**src/rsq_consts.svh**
```systemverilog
// Constants of the reset initialization sequencer.
// Assumes one 50 MHz clock; all counts are in cycles of that clock.
// Operation
// - The primary clock is the primary clock input in host mode and the PCI clock input in agent mode.
// - Hard and soft reset outputs driven by the device stay asserted at least 512 sync clock periods.
// - Soft reset is released no earlier than 16 sync clock periods after hard reset is released.
// - While hard reset is asserted the device stops driving the strap pins within 4 ns.
// - The device waits at least one sync clock period after hard reset release before driving the straps.
// - The strap set is a three-bit reset source field and one input divider bit.
// - In host mode the sync clock period depends on the input divider strap.
// - Reset sequencing allows up to 100 us for the internal PLLs to lock.
`ifndef RSQ_CONSTS_SVH
`define RSQ_CONSTS_SVH

`define RSQ_CLOCK_NS        20
`define RSQ_IN_ASSERT_MIN   32
`define RSQ_STRAP_SETUP_MIN 4
`define RSQ_OUT_ASSERT_MIN  512
`define RSQ_HARD_TO_SOFT    16
`define RSQ_STRAP_ON_DELAY  1
`define RSQ_PLL_LOCK_US     100
`define RSQ_PLL_LOCK_CYC    ((`RSQ_PLL_LOCK_US * 1000) / `RSQ_CLOCK_NS)
`define RSQ_SRC_WIDTH       3
`define RSQ_CNT_WIDTH       16

`endif

```
**src/rsq_pkg.sv**
```systemverilog
// Types of the reset initialization sequencer.
// Constants live in rsq_consts.svh.
package rsq_pkg;
	typedef struct packed {
		logic [2:0] reset_source;
		logic       input_divider_strap;
	} rsq_strap_s;

	typedef enum logic [2:0] {
		RSQ_IDLE,
		RSQ_PLL_WAIT,
		RSQ_HARD,
		RSQ_SOFT,
		RSQ_RUN
	} rsq_state_e;
endpackage : rsq_pkg

```
**src/rsq_sequencer.sv**
```systemverilog
// Reset initialization sequencer: power-on, hard and soft reset flow with strap capture.
// Assumes i_resetn is the internal power-on reset and all inputs are synchronous to i_clock.
`timescale 1ns/100ps
`include "rsq_consts.svh"
module rsq_sequencer
	import rsq_pkg::*;
#(
	parameter int PLL_LOCK_CYC = `RSQ_PLL_LOCK_CYC,
	parameter int OUT_ASSERT   = `RSQ_OUT_ASSERT_MIN,
	parameter int HARD_TO_SOFT = `RSQ_HARD_TO_SOFT
) (
	// Clock and reset
	input  wire logic        i_clock,
	input  wire logic        i_resetn,
	// Clock mode
	input  wire logic        i_host_mode,
	input  wire logic        i_pll_locked,
	// Reset pins as inputs
	input  wire logic        i_hard_reset_n,
	input  wire logic        i_soft_reset_n,
	// Reset pins as outputs, enable low while driving
	output logic             o_hard_reset_n,
	output logic             o_hard_reset_oe_n,
	output logic             o_soft_reset_n,
	output logic             o_soft_reset_oe_n,
	// Strap pins
	input  wire rsq_strap_s  i_strap,
	output rsq_strap_s       o_strap,
	output logic             o_strap_oe_n,
	// Captured configuration
	output rsq_strap_s       o_config,
	output logic             o_sync_div2,
	output logic             o_clock_sel_host,
	output logic             o_running
);
	////////////////////////////////////////////////////////////////////////////
	rsq_state_e                state;
	rsq_state_e                next_state;
	logic [`RSQ_CNT_WIDTH-1:0] count;
	logic [`RSQ_CNT_WIDTH-1:0] next_count;
	logic                      captured;
	logic                      strap_wait;
	logic                      hard_req;
	logic                      soft_req;
	logic                      soft_only;
	// Own drive is masked, or the filters would take the device's pulse as a fresh request
	wire                       hard_level_n = i_hard_reset_n || !o_hard_reset_oe_n;
	wire                       soft_level_n = i_soft_reset_n || !o_soft_reset_oe_n;

	rsq_low_filter #(.MIN_LOW(`RSQ_IN_ASSERT_MIN)) u_hard_filter (
		.i_clock  (i_clock),
		.i_resetn (i_resetn),
		.i_level_n(hard_level_n),
		.o_long_low(hard_req)
	);
	rsq_low_filter #(.MIN_LOW(`RSQ_IN_ASSERT_MIN)) u_soft_filter (
		.i_clock  (i_clock),
		.i_resetn (i_resetn),
		.i_level_n(soft_level_n),
		.o_long_low(soft_req)
	);

	////////////////////////////////////////////////////////////////////////////
	wire count_done_pll  = (count >= `RSQ_CNT_WIDTH'(PLL_LOCK_CYC - 1));
	wire count_done_hard = (count >= `RSQ_CNT_WIDTH'(OUT_ASSERT - 1));
	wire count_done_soft = soft_only ? count_done_hard
	                                 : (count >= `RSQ_CNT_WIDTH'(HARD_TO_SOFT - 1));
	wire in_hard         = (state == RSQ_IDLE) || (state == RSQ_PLL_WAIT) || (state == RSQ_HARD);
	wire in_soft         = in_hard || (state == RSQ_SOFT);

	always_comb begin
		next_state = state;
		next_count = count + `RSQ_CNT_WIDTH'(1);
		case (state)
			RSQ_IDLE: begin
				next_state = RSQ_PLL_WAIT;
				next_count = '0;
			end
			RSQ_PLL_WAIT: begin
				// Lock may come early; the full window is the fallback
				if (i_pll_locked || count_done_pll) begin
					next_state = RSQ_HARD;
					next_count = '0;
				end
			end
			RSQ_HARD: begin
				if (count_done_hard) begin
					next_state = RSQ_SOFT;
					next_count = '0;
				end
			end
			RSQ_SOFT: begin
				if (count_done_soft) begin
					next_state = RSQ_RUN;
					next_count = '0;
				end
			end
			RSQ_RUN: begin
				next_count = '0;
				if (hard_req) begin
					next_state = RSQ_HARD;
				end else if (soft_req) begin
					next_state = RSQ_SOFT;
				end
			end
			default: begin
				next_state = RSQ_IDLE;
			end
		endcase
	end

	always_ff @(posedge i_clock or negedge i_resetn) begin
		if (!i_resetn) begin
			state <= RSQ_IDLE;
			count <= '0;
		end else begin
			state <= next_state;
			count <= next_count;
		end
	end

	////////////////////////////////////////////////////////////////////////////
	// Straps caught on the first edge after power-on release, then held
	always_ff @(posedge i_clock or negedge i_resetn) begin
		if (!i_resetn) begin
			captured <= 1'b0;
			o_config <= '0;
		end else if (!captured) begin
			captured <= 1'b1;
			o_config <= i_strap;
		end
	end

	// A soft-only pulse must meet the full output assertion time
	always_ff @(posedge i_clock or negedge i_resetn) begin
		if (!i_resetn) begin
			soft_only <= 1'b0;
		end else if (state == RSQ_RUN) begin
			soft_only <= soft_req && !hard_req;
		end
	end

	// One idle cycle after hard release before driving straps again
	always_ff @(posedge i_clock or negedge i_resetn) begin
		if (!i_resetn) begin
			strap_wait <= 1'b1;
		end else begin
			strap_wait <= in_hard || !i_hard_reset_n;
		end
	end

	// Straps released combinationally while hard reset is active
	// Pin read directly, so an outside hard reset frees the straps before it is qualified
	assign o_strap_oe_n      = in_hard || strap_wait || !i_hard_reset_n;
	assign o_strap           = o_config;
	assign o_hard_reset_n    = !in_hard;
	assign o_hard_reset_oe_n = !in_hard;
	assign o_soft_reset_n    = !in_soft;
	assign o_soft_reset_oe_n = !in_soft;
	assign o_sync_div2       = i_host_mode && o_config.input_divider_strap;
	assign o_clock_sel_host  = i_host_mode;
	assign o_running         = (state == RSQ_RUN);
endmodule : rsq_sequencer

```
**src/rsq_low_filter.sv**
```systemverilog
// Counts how long an active-low input has been low.
// Assumes the input is synchronous to i_clock.
`timescale 1ns/100ps
`include "rsq_consts.svh"
module rsq_low_filter #(
	parameter int MIN_LOW = `RSQ_IN_ASSERT_MIN
) (
	// Clock and reset
	input  wire logic i_clock,
	input  wire logic i_resetn,
	// Sampled level
	input  wire logic i_level_n,
	// Qualified assertion
	output logic      o_long_low
);
	logic [7:0] count;

	// Short glitches never reach the sequencer
	always_ff @(posedge i_clock or negedge i_resetn) begin
		if (!i_resetn) begin
			count <= 8'h00;
		end else if (i_level_n) begin
			count <= 8'h00;
		end else if (count != 8'(MIN_LOW)) begin
			count <= count + 8'h01;
		end
	end

	assign o_long_low = (count == 8'(MIN_LOW));
endmodule : rsq_low_filter

```
**config.mk**
```make
export PLATFORM = sky130hd
export DESIGN_NAME = rsq_sequencer
export DESIGN_NICKNAME = d
export VERILOG_FILES = /design/src/rsq_pkg.sv /design/src/rsq_sequencer.sv /design/src/rsq_low_filter.sv
export VERILOG_INCLUDE_DIRS = /design/src /design/src/src
export SDC_FILE = /design/constraint.sdc
export NUM_CORES = 1
export LEC_CHECK = 0
export BUFFER_PORTS_ARGS = -buffer_cell sky130_fd_sc_hd__buf_4
export CAP_MARGIN = 0
export CORE_UTILIZATION = 60
export CTS_CLUSTER_SIZE = 8
export DETAILED_ROUTE_END_ITERATION = 12
export PLACE_DENSITY = 0.82
export SETUP_SLACK_MARGIN = 0.3
export SYNTH_ARGS = -nofsm -noshare
export SYNTH_HDL_FRONTEND = slang
export SYNTH_SLANG_ARGS = --single-unit
```
**constraint.sdc**
```tcl
create_clock -name i_clock -period 5.1 [get_ports i_clock]
set_input_delay 0.255 -clock i_clock [delete_from_list [all_inputs] [get_ports i_clock]]
set_output_delay 0.255 -clock i_clock [all_outputs]
set_load 0.02 [all_outputs]
```
# == After elaboration in Yosys (flattened, before gate mapping) ==
# Index checks and enable logic that the tools add are counted.
# word_totals
register_bits,42
elab_cells,62
output_inout_bits,16
inputBits,10
# classes
magnitude_cmp,3
n_eq_ne,12
reduce_logical,20
mux,15
add_sub_neg,3
# op_table
operator,n
16-bit case mux with 4 select lines,1
16-bit two-way mux,3
8-bit two-way mux,4
16-bit by 1-bit adder with 16-bit output (second input constant),1
8-bit by 1-bit adder with 8-bit output (second input constant),2
8-bit by 6-bit == test with 1-bit output (second input constant),2
16-bit by 13-bit >= comparator with 1-bit output (second input constant),1
16-bit by 4-bit >= comparator with 1-bit output (second input constant),1
16-bit by 9-bit >= comparator with 1-bit output (second input constant),1
8-bit by 6-bit != test with 1-bit output (second input constant),2
3-bit two-way mux,5
3-bit case mux with 5 select lines,1
1-bit logical OR,9
3-bit by 2-bit == test with 1-bit output (second input constant),2
1-bit zero test,4
2-bit != test (second input constant),2
4-bit AND reduction,1
2-bit nonzero test,2
3-bit by 1-bit == test with 1-bit output (second input constant),1
3-bit == test (second input constant),1
3-bit zero test,1
3-bit by 1-bit != test with 1-bit output (second input constant),1
1-bit logical AND,2
2-bit by 1-bit != test with 1-bit output (second input constant),1
2 further kinds,2

# == Longest topological paths before layout ==
# Gate-level depths: netlist (run 1).
# depth
depth_word,6
depth_mapped,7
ltp_nobuf,7

# == Hierarchy ==
# From an unflattened synthesis (run 1), not the netlist that was laid out.
# unflattened
hier_cells,233
area_unflattened_um2,2372.3
# modules_own_cells
mod,n_inst,area_per_inst_um2,cells_each,seq_area_each_um2
rsq_sequencer,1,1466.4,143,651.9
rsq_low_filter,2,452.9,45,200.2

# == Worst setup path before layout (run 1) ==
# No wires, ideal clock.
# synth_timing
path_kind,register to register
from,register count[0]
to,register count[2]
t_required_ns,4.981
setup_time_ns,0.119
path_stages_with_launch,8
arrival_time_ns,1.602
path_buffers,1
path_slack_ns,3.379
synth_period_minus_slack_ns,1.721
path_cell_list,dfrtp_1 > ha_1 > nand2_2 > nor4_4 > o22ai_2 > a21oi_4 > buf_12 > nor2_1
# synth_via
elab_chain_cells,4
elab_cells_between_ends,10
classes_between,add/sub: 1; order compare: 3; mux: 5; reduce/logical: 1
# synth_rtl
item,line_no,rtl
start: declaration,rsq_sequencer.sv:39,logic [`RSQ_CNT_WIDTH-1:0] count;
start signal: assignment,rsq_sequencer.sv:118,count <= next_count;
"16-bit by 4-bit >= comparator with 1-bit output, or another cell as far along",rsq_sequencer.sv:67,: (count >= `RSQ_CNT_WIDTH'(HARD_TO_SOFT - 1));
1-bit two-way mux or 1-bit logical OR (tied branches),"rsq_sequencer.sv:66, rsq_sequencer.sv:81",
16-bit two-way mux (on tied branches),"rsq_sequencer.sv:93, rsq_sequencer.sv:81",
16-bit case mux with 4 select lines *,rsq_sequencer.sv:74,case (state)
net next_count[2],rsq_sequencer.sv:40,logic [`RSQ_CNT_WIDTH-1:0] next_count;
# The timed path passes the listed nets; every way through them passes the cells marked *.
# A chain may end at the register's enable or synchronous reset.

# == Worst setup path after layout (run 1) ==
# layout_timing
from,register count[0]
to,register count[5]
# Same word-level chain as after synthesis.

==> results of run 1 <==
==> where the power goes <==
part	total [W]	leakage, nW	internal (W)	switching (W)
Clock	0.000259	0.0579	0.000144	0.000115
Sequential	0.000356	0.562	0.000344	0.0000118
Combinational	0.0000630	0.461	0.0000286	0.0000344
==> flip-flops by register name (all words and copies together) (netlist names) <==
register and cells:
o_config 4, captured 1, count 16, u_hard_filter.count 8, u_soft_filter.count 8, state 3
strap_wait 1, soft_only 1
==> logic make-up (layout without fill, tap and decap cells) <==
family          after synthesis  in the layout  synth area share, %
simple gates                102            102                25.14
flops                        42             42                46.67
xor+xnor                     27             27                10.49
buf+inv                      24             42                6.604
compound gates               16             16                5.217
mux                           6              6                2.941
fa+ha+maj                     5              5                2.775
other cells                   1              1               0.1663
==> worst min-delay path by stage <==
stage                               to  depth (start not counted)
2_1_floorplan       captured$_DFF_PN0_                          0
3_3_place_gp   o_config[2]$_DFFE_PN0N_                          1
3_5_place_dp   o_config[2]$_DFFE_PN0N_                          1
4_1_cts           strap_wait$_DFF_PN1_                          2
5_1_grt           strap_wait$_DFF_PN1_                          2
6_report          strap_wait$_DFF_PN1_                          2
==> synth_stat cells, types with 5 or more instances <==
cell and n:
nand3_1 13, buf_4 7, xnor2_1 12, xor2_1 15, mux2_2 5, inv_1 8
nor2_1 31, nor3_1 5, nand2_1 12, clkbuf_1 5, nor2_2 9, ha_1 5
dfrtp_1 41
==> layout by cell type (no fill, tap or decap), types with 3 or more instances in the layout <==
cell type  Yosys  final
dfrtp_1       41     41
nor2_1        31     31
buf_4          7     25
xor2_1        15     15
nand3_1       13     13
nand2_1       12     12
xnor2_1       12     12
nor2_2         9      9
inv_1          8      8
nor3_1         5      5
mux2_2         5      5
ha_1           5      5
clkbuf_8       0      5
a21oi_1        4      4
nor3_2         4      4
and3_1         4      4
o21ai_0        3      3
nand4_1        3      3
==> metrics by stage <==
stage                     util [%]  hold WS [ps]  instance area (um^2)  instances   power, W
after floorplan                  -        -40.59                  2255        223  0.0003988
after global placement       68.65         265.6                  2381        278  0.0004216
after detailed placement     68.65         263.1                  2381        278  0.0004246
after CTS                    72.08         95.49                  2500        287  0.0006805
after global routing         72.08         104.3                  2500        287  0.0007013
final                        72.08         102.0                  2500        287  0.0006778
==> layer usage <==
| layer | share of wire [%] | global-route usage, % | vias to the layer above |
|---|---|---|---|
| met5 | 0 | 0 | - |
| met4 | 1.9 | 10.80 | 0 |
| met3 | 4.1 | 4.710 | 8 |
| met2 | 49 | 38.98 | 36 |
| met1 | 45 | 27.51 | 736 |
| li1 | - | - | 770 |
==> layout make-up <==
type / instances / area share, %
Timing Repair Buffer: 26 / 7.908
Clock inverter: 3 / 1.602
Tap cell: 46 / 2.302
Multi-Input combinational cell: 157 / 42.14
Clock buffer: 5 / 2.753
Inverter: 8 / 1.201
Sequential cell: 42 / 42.09
==> impl_metrics.env, run 1 <==
export IMPL_r2r_cells=6
export IMPL_synth_largest_area_cell="dfrtp_1"
export IMPL_period_share_pct=39.45
export IMPL_min_from="i_hard_reset_n"
export IMPL_ff_latch_area_um2=1052
export IMPL_synth_cell_area_um2=2255
export IMPL_wl_um=4006
export IMPL_core_um2=3468
export IMPL_setup_viol=0
export IMPL_final_min_clock_period_ps=2012
export IMPL_p_leak_nw=1.080
export IMPL_start_util_pct=65.01
export IMPL_synthFlopType="dfrtp_1"
export IMPL_tritoncts="yes"
export IMPL_slew_headroom_pct=58.03
export IMPL_globalplace_congestion=0.7999
export IMPL_drc=0
export IMPL_clock_skew_ps=7.333
export IMPL_cts_htree_levels=2
export IMPL_drive_gt1_share_pct=26.56
export IMPL_worst_pin_slew_ps=624.3
export IMPL_setup_worst_path_end_class="flop"
export IMPL_irDropWorstVdd_mv=0.1571
export IMPL_max_cap_violations=0
export IMPL_start_kind="flop"
export IMPL_ys_top_cells_by_area="dfrtp_1 (46%), xor2_1 (5.8%), nor2_1 (5.2%)"
export IMPL_synth_cells=223
export IMPL_hold_violations=0
export IMPL_synth_top_area_share_pct=45.50
export IMPL_r2r_slack_ps=3090
export IMPL_first_pass_iters=4
export IMPL_die_w_um=63.30
export IMPL_detail_route_wl_per_cell_um=13.96
export IMPL_grt_max_degree=43
export IMPL_fin_tns_setup_ps=0
export IMPL_insertion_delay_ps=300
export IMPL_row_count=21
export IMPL_synth_cell_types=49
export IMPL_endpoint="count[5]$_DFF_PN0_"
export IMPL_synth_edf_count=0
export IMPL_route_antenna_remaining_nets=0
export IMPL_reg2reg_to="count[5]$_DFF_PN0_"
export IMPL_worstPathArrival_ps=2170
export IMPL_rr_startpoint="count[0]$_DFF_PN0_"
export IMPL_vias_per_cell=5.401
export IMPL_antenna_cells=0
export IMPL_port_buffers=25
export IMPL_timing_critical_path_buf_inv=0
export IMPL_final_max_slew_viol_count=0
export IMPL_async_flop_share_pct=100.0
export IMPL_area_delta_synth_final_pct=10.88
export IMPL_post_dp_hpwl_um=2757
export IMPL_critPathMaxFanout=16
export IMPL_die_area_um2=4007
export IMPL_grtUsageTotal_pct=22.85
export IMPL_cp_slowest_cell="a21oi_4"
export IMPL_p_per_area_nw_per_um2=271.1
export IMPL_antenna_found_initial=0
export IMPL_cts_path_max_buffers=2
export IMPL_crit_family="compound AO/OA/AOI/OAI gates"
export IMPL_ys_seq_area_share_pct=46.67
export IMPL_grt_pass1_wl_um=6962
export IMPL_crit_chain="ha_1 > nand2_2 > nor4_4 > o22ai_2 > a21oi_4 > nor2_1"
export IMPL_nNetsFinal=255
export IMPL_die_y_um=63.30
export IMPL_hold_buffers=1
export IMPL_rsz0062_at_grt="false"
export IMPL_synth_seq_cells=42
export IMPL_multi_input_comb_area_um2=1054
export IMPL_dp_slack_ps=3095
export IMPL_root_buffer="clkbuf_8"
export IMPL_postCtsSetupBuffers=0
export IMPL_worst_path_stages=6
export IMPL_worstPathRequired_ps=5260
export IMPL_worstSetupStartpoint="count[0]$_DFF_PN0_"
export IMPL_cts_sink_count=42
export IMPL_yosys_warnings=0
export IMPL_critPathMaxStageDelay_ps=490
export IMPL_syn_area_per_cell_um2=10.11
export IMPL_syn_nets=238
export IMPL_first_iter_violations=68
export IMPL_first_global_vias=1582
export IMPL_hold_class="input pin to flop"
export IMPL_critPathKind="flop to flop"
export IMPL_fmax_mhz=497.1
export IMPL_numCtsBuffers=5
export IMPL_gr_total_overflow=0
export IMPL_setup_slack_ps=3088
export IMPL_outcome="finished clean"
export IMPL_fill_cells=278
export IMPL_path_clk_slew_ps=70
export IMPL_cts_resized=0
export IMPL_ios=26
export IMPL_via_count=1550
(Power assumes the default switching activity.)
==> run 2, diff against run 1 <==
- ABC_AREA: unset -> 1
- CORE_UTILIZATION: 60 -> 58
- PLACE_DENSITY: 0.82 -> 0.79
- clock period: 5.1 -> 2 ns (I/O delays scaled with it)
==> impl_metrics.env, run 2 <==
export IMPL_synth_edf_count=0
export IMPL_synthMuxAreaShare_pct=1.890
export IMPL_cts_path_max_buffers=2
export IMPL_area_delta_synth_final_pct=15.64
export IMPL_ios=26
export IMPL_syn_area_per_cell_um2=7.815
export IMPL_hold_depth=2
export IMPL_slew_headroom_pct=65.07
export IMPL_path_clk_slew_ps=80
export IMPL_ys_seq_area_share_pct=44.15
export IMPL_insertion_delay_ps=300
export IMPL_clock_skew_ps=10.62
export IMPL_layout_common_cells="inv_1 (68), nand2_1 (54), dfrtp_1 (41), buf_4 (30), nor2_1 (27)"
export IMPL_grt_max_degree=43
export IMPL_yosys_warnings=0
export IMPL_root_buffer="clkbuf_8"
export IMPL_first_iter_violations=132
export IMPL_largest_register="count"
export IMPL_die_y_um=66.11
export IMPL_start_util_pct=62.75
export IMPL_route_antenna_remaining_nets=0
export IMPL_async_flop_share_pct=100.0
export IMPL_hold_class="input pin to flop"
export IMPL_max_cap_violations=0
export IMPL_wl_um=4735
export IMPL_p_leak_nw=1.477
export IMPL_detail_route_wl_per_cell_um=12.30
export IMPL_first_global_vias=1708
export IMPL_final_cells=385
export IMPL_core_um2=3799
export IMPL_synth_cell_area_um2=2384
export IMPL_vias_per_cell=5.078
export IMPL_place_inst=369
export IMPL_worst_pin_slew_ps=524.0
export IMPL_cts_htree_levels=2
export IMPL_ys_top_cells_by_area="dfrtp_1 (43%), inv_1 (11%), nand2_1 (8.7%)"
export IMPL_port_buffers=25
export IMPL_row_count=22
export IMPL_drc=0
export IMPL_die_w_um=66.11
export IMPL_largest_register_ff_count=16
export IMPL_drive_gt1_share_pct=18.69
export IMPL_numCtsBuffers=5
export IMPL_outcome="finished clean"
export IMPL_setup_worst_path_end_class="output pin"
export IMPL_final_min_clock_period_ps=1637
export IMPL_synth_seq_cells=42
export IMPL_synth_common_cells="inv_1 (68), nand2_1 (55), dfrtp_1 (41)"
export IMPL_worstPathRequired_ps=1900
export IMPL_synth_top_family_by_area="simple AND/OR/NAND/NOR gates"
export IMPL_antenna_found_initial=0
export IMPL_synth_xor_area_share_pct=3.675
export IMPL_synth_largest_area_cell="dfrtp_1"
export IMPL_fin_tns_setup_ps=0
export IMPL_syn_nets=320
export IMPL_period_share_pct=81.87
export IMPL_tritoncts="yes"
export IMPL_start_kind="flop"
export IMPL_top_regs="count (16), u_hard_filter.count (8), u_soft_filter.count (8)"
export IMPL_synth_cells=305
export IMPL_synthMostInstantiatedCell="inv_1"
export IMPL_grtUsageTotal_pct=21.73
export IMPL_setup_viol=0
export IMPL_via_count=1955
export IMPL_synthAdderAreaFrac_pct=2.625
export IMPL_nNetsFinal=351
export IMPL_synthFlopType="dfrtp_1"
export IMPL_cts_sink_count=42
export IMPL_critPathMaxFanout=4
export IMPL_critPathKind="flop to output pin"
export IMPL_r2r_cells=7
export IMPL_final_common_cell="inv_1"
export IMPL_hold_violations=0
export IMPL_grt_pass1_wl_um=7134
export IMPL_synth_simple_area_share_pct=27.66
export IMPL_globalplace_congestion=0.8298
export IMPL_irDropWorstVdd_mv=0.4837
export IMPL_fmax_mhz=610.8
export IMPL_synth_top_area_share_pct=43.04
export IMPL_synth_compound_area_share_pct=5.827
export IMPL_p_total_w=0.002559
export IMPL_final_max_slew_viol_count=0
export IMPL_post_dp_hpwl_um=3210
export IMPL_gr_total_overflow=0
export IMPL_synth_cell_types=28
export IMPL_worstPathArrival_ps=1540
export IMPL_first_pass_iters=4
export IMPL_die_area_um2=4370
export IMPL_rsz0062_at_grt="true"
export IMPL_p_per_area_nw_per_um2=928.2
export IMPL_antenna_cells=0
run 2: cell count changes in the layout (fill, tap and decap cells not counted), sizes merged, moves of 5 or more:
cell,previous run,this run
buf,25,30
inv,8,71
nand2,14,59
nand3,14,28
nor2,40,32
o21ai,4,18
xnor2,12,0
xor2,15,10
run 2: kinds of logic after synthesis:
family / count (synthesis)
multiplexers: 4
adder cells (fa/ha/maj): 5
buffers and inverters: 80
other: 1
flip-flops: 42
XOR/XNOR: 10
AO/OA/AOI/OAI: 27
AND/OR/NAND/NOR: 136
run 2: path summary, 6_finish.rpt:
check | start | endpoint | slack (ps)
min in group asynchronous | i_resetn | u_hard_filter.count[3]$_DFFE_PN0P_ | 300
max in group asynchronous | i_resetn | strap_wait$_DFF_PN1_ | 1320
max reg2reg | state[2]$_DFFE_PN0P_ | count[11]$_DFF_PN0_ | 390
min reg2reg | o_config[1]$_DFFE_PN0N_ | o_config[1]$_DFFE_PN0N_ | 540
min | i_strap[1] | o_config[1]$_DFFE_PN0N_ | 40
max | state[1]$_DFFE_PN0P_ | o_strap_oe_n | 360
run 2: through the flow:
step	util (%)	worst slack (ps)	hold slack [ps]	cell area (um^2)
floorplan	-	579.3	-195.6	2384
detailed placement	67.49	337.9	112.5	2564
global placement	67.49	415.6	106.7	2564
finish	72.56	362.7	36.09	2756
CTS	70.92	318.7	41.11	2694
global route	72.56	273.0	36.72	2756
run 2: metal layers:
layer	track usage, %	up-vias	wire [um]
li1	-	987	-
met1	26.67	910	2092
met2	37.88	49	2319
met3	4.483	9	243
met4	7.181	0	80
met5	0	-	0
run 2: area by class of cell:
| type | count | area (um^2) |
|---|---|---|
| clock inverters | 2 | 37.54 |
| multi-input cells | 184 | 1022 |
| fillers | 293 | 1042 |
| flip-flops and latches | 42 | 1052 |
| well taps | 48 | 60.06 |
| inverters | 71 | 266.5 |
| repair buffers | 32 | 245.2 |
| clock buffers | 6 | 72.57 |
run 2: repair_timing:
item	CTS	global route
endpoints found under the setup margin	0	15
hold buffers	2	0
hold endpoints to repair	42	0
resized for setup	0	3
setup buffers	0	5
run 2: where the power goes:
group	internal, W	switching [W]
sequential	0.000944	0.0000736
clock	0.000372	0.000292
combinational	0.000340	0.000537
run 2: worst max-delay path, stage by stage, from the launching register on:
cell and delay, ps:
dfrtp_1 400, inv_1 90, o21ai_2 210, nand2_1 90
or2_2 280, buf_4 160
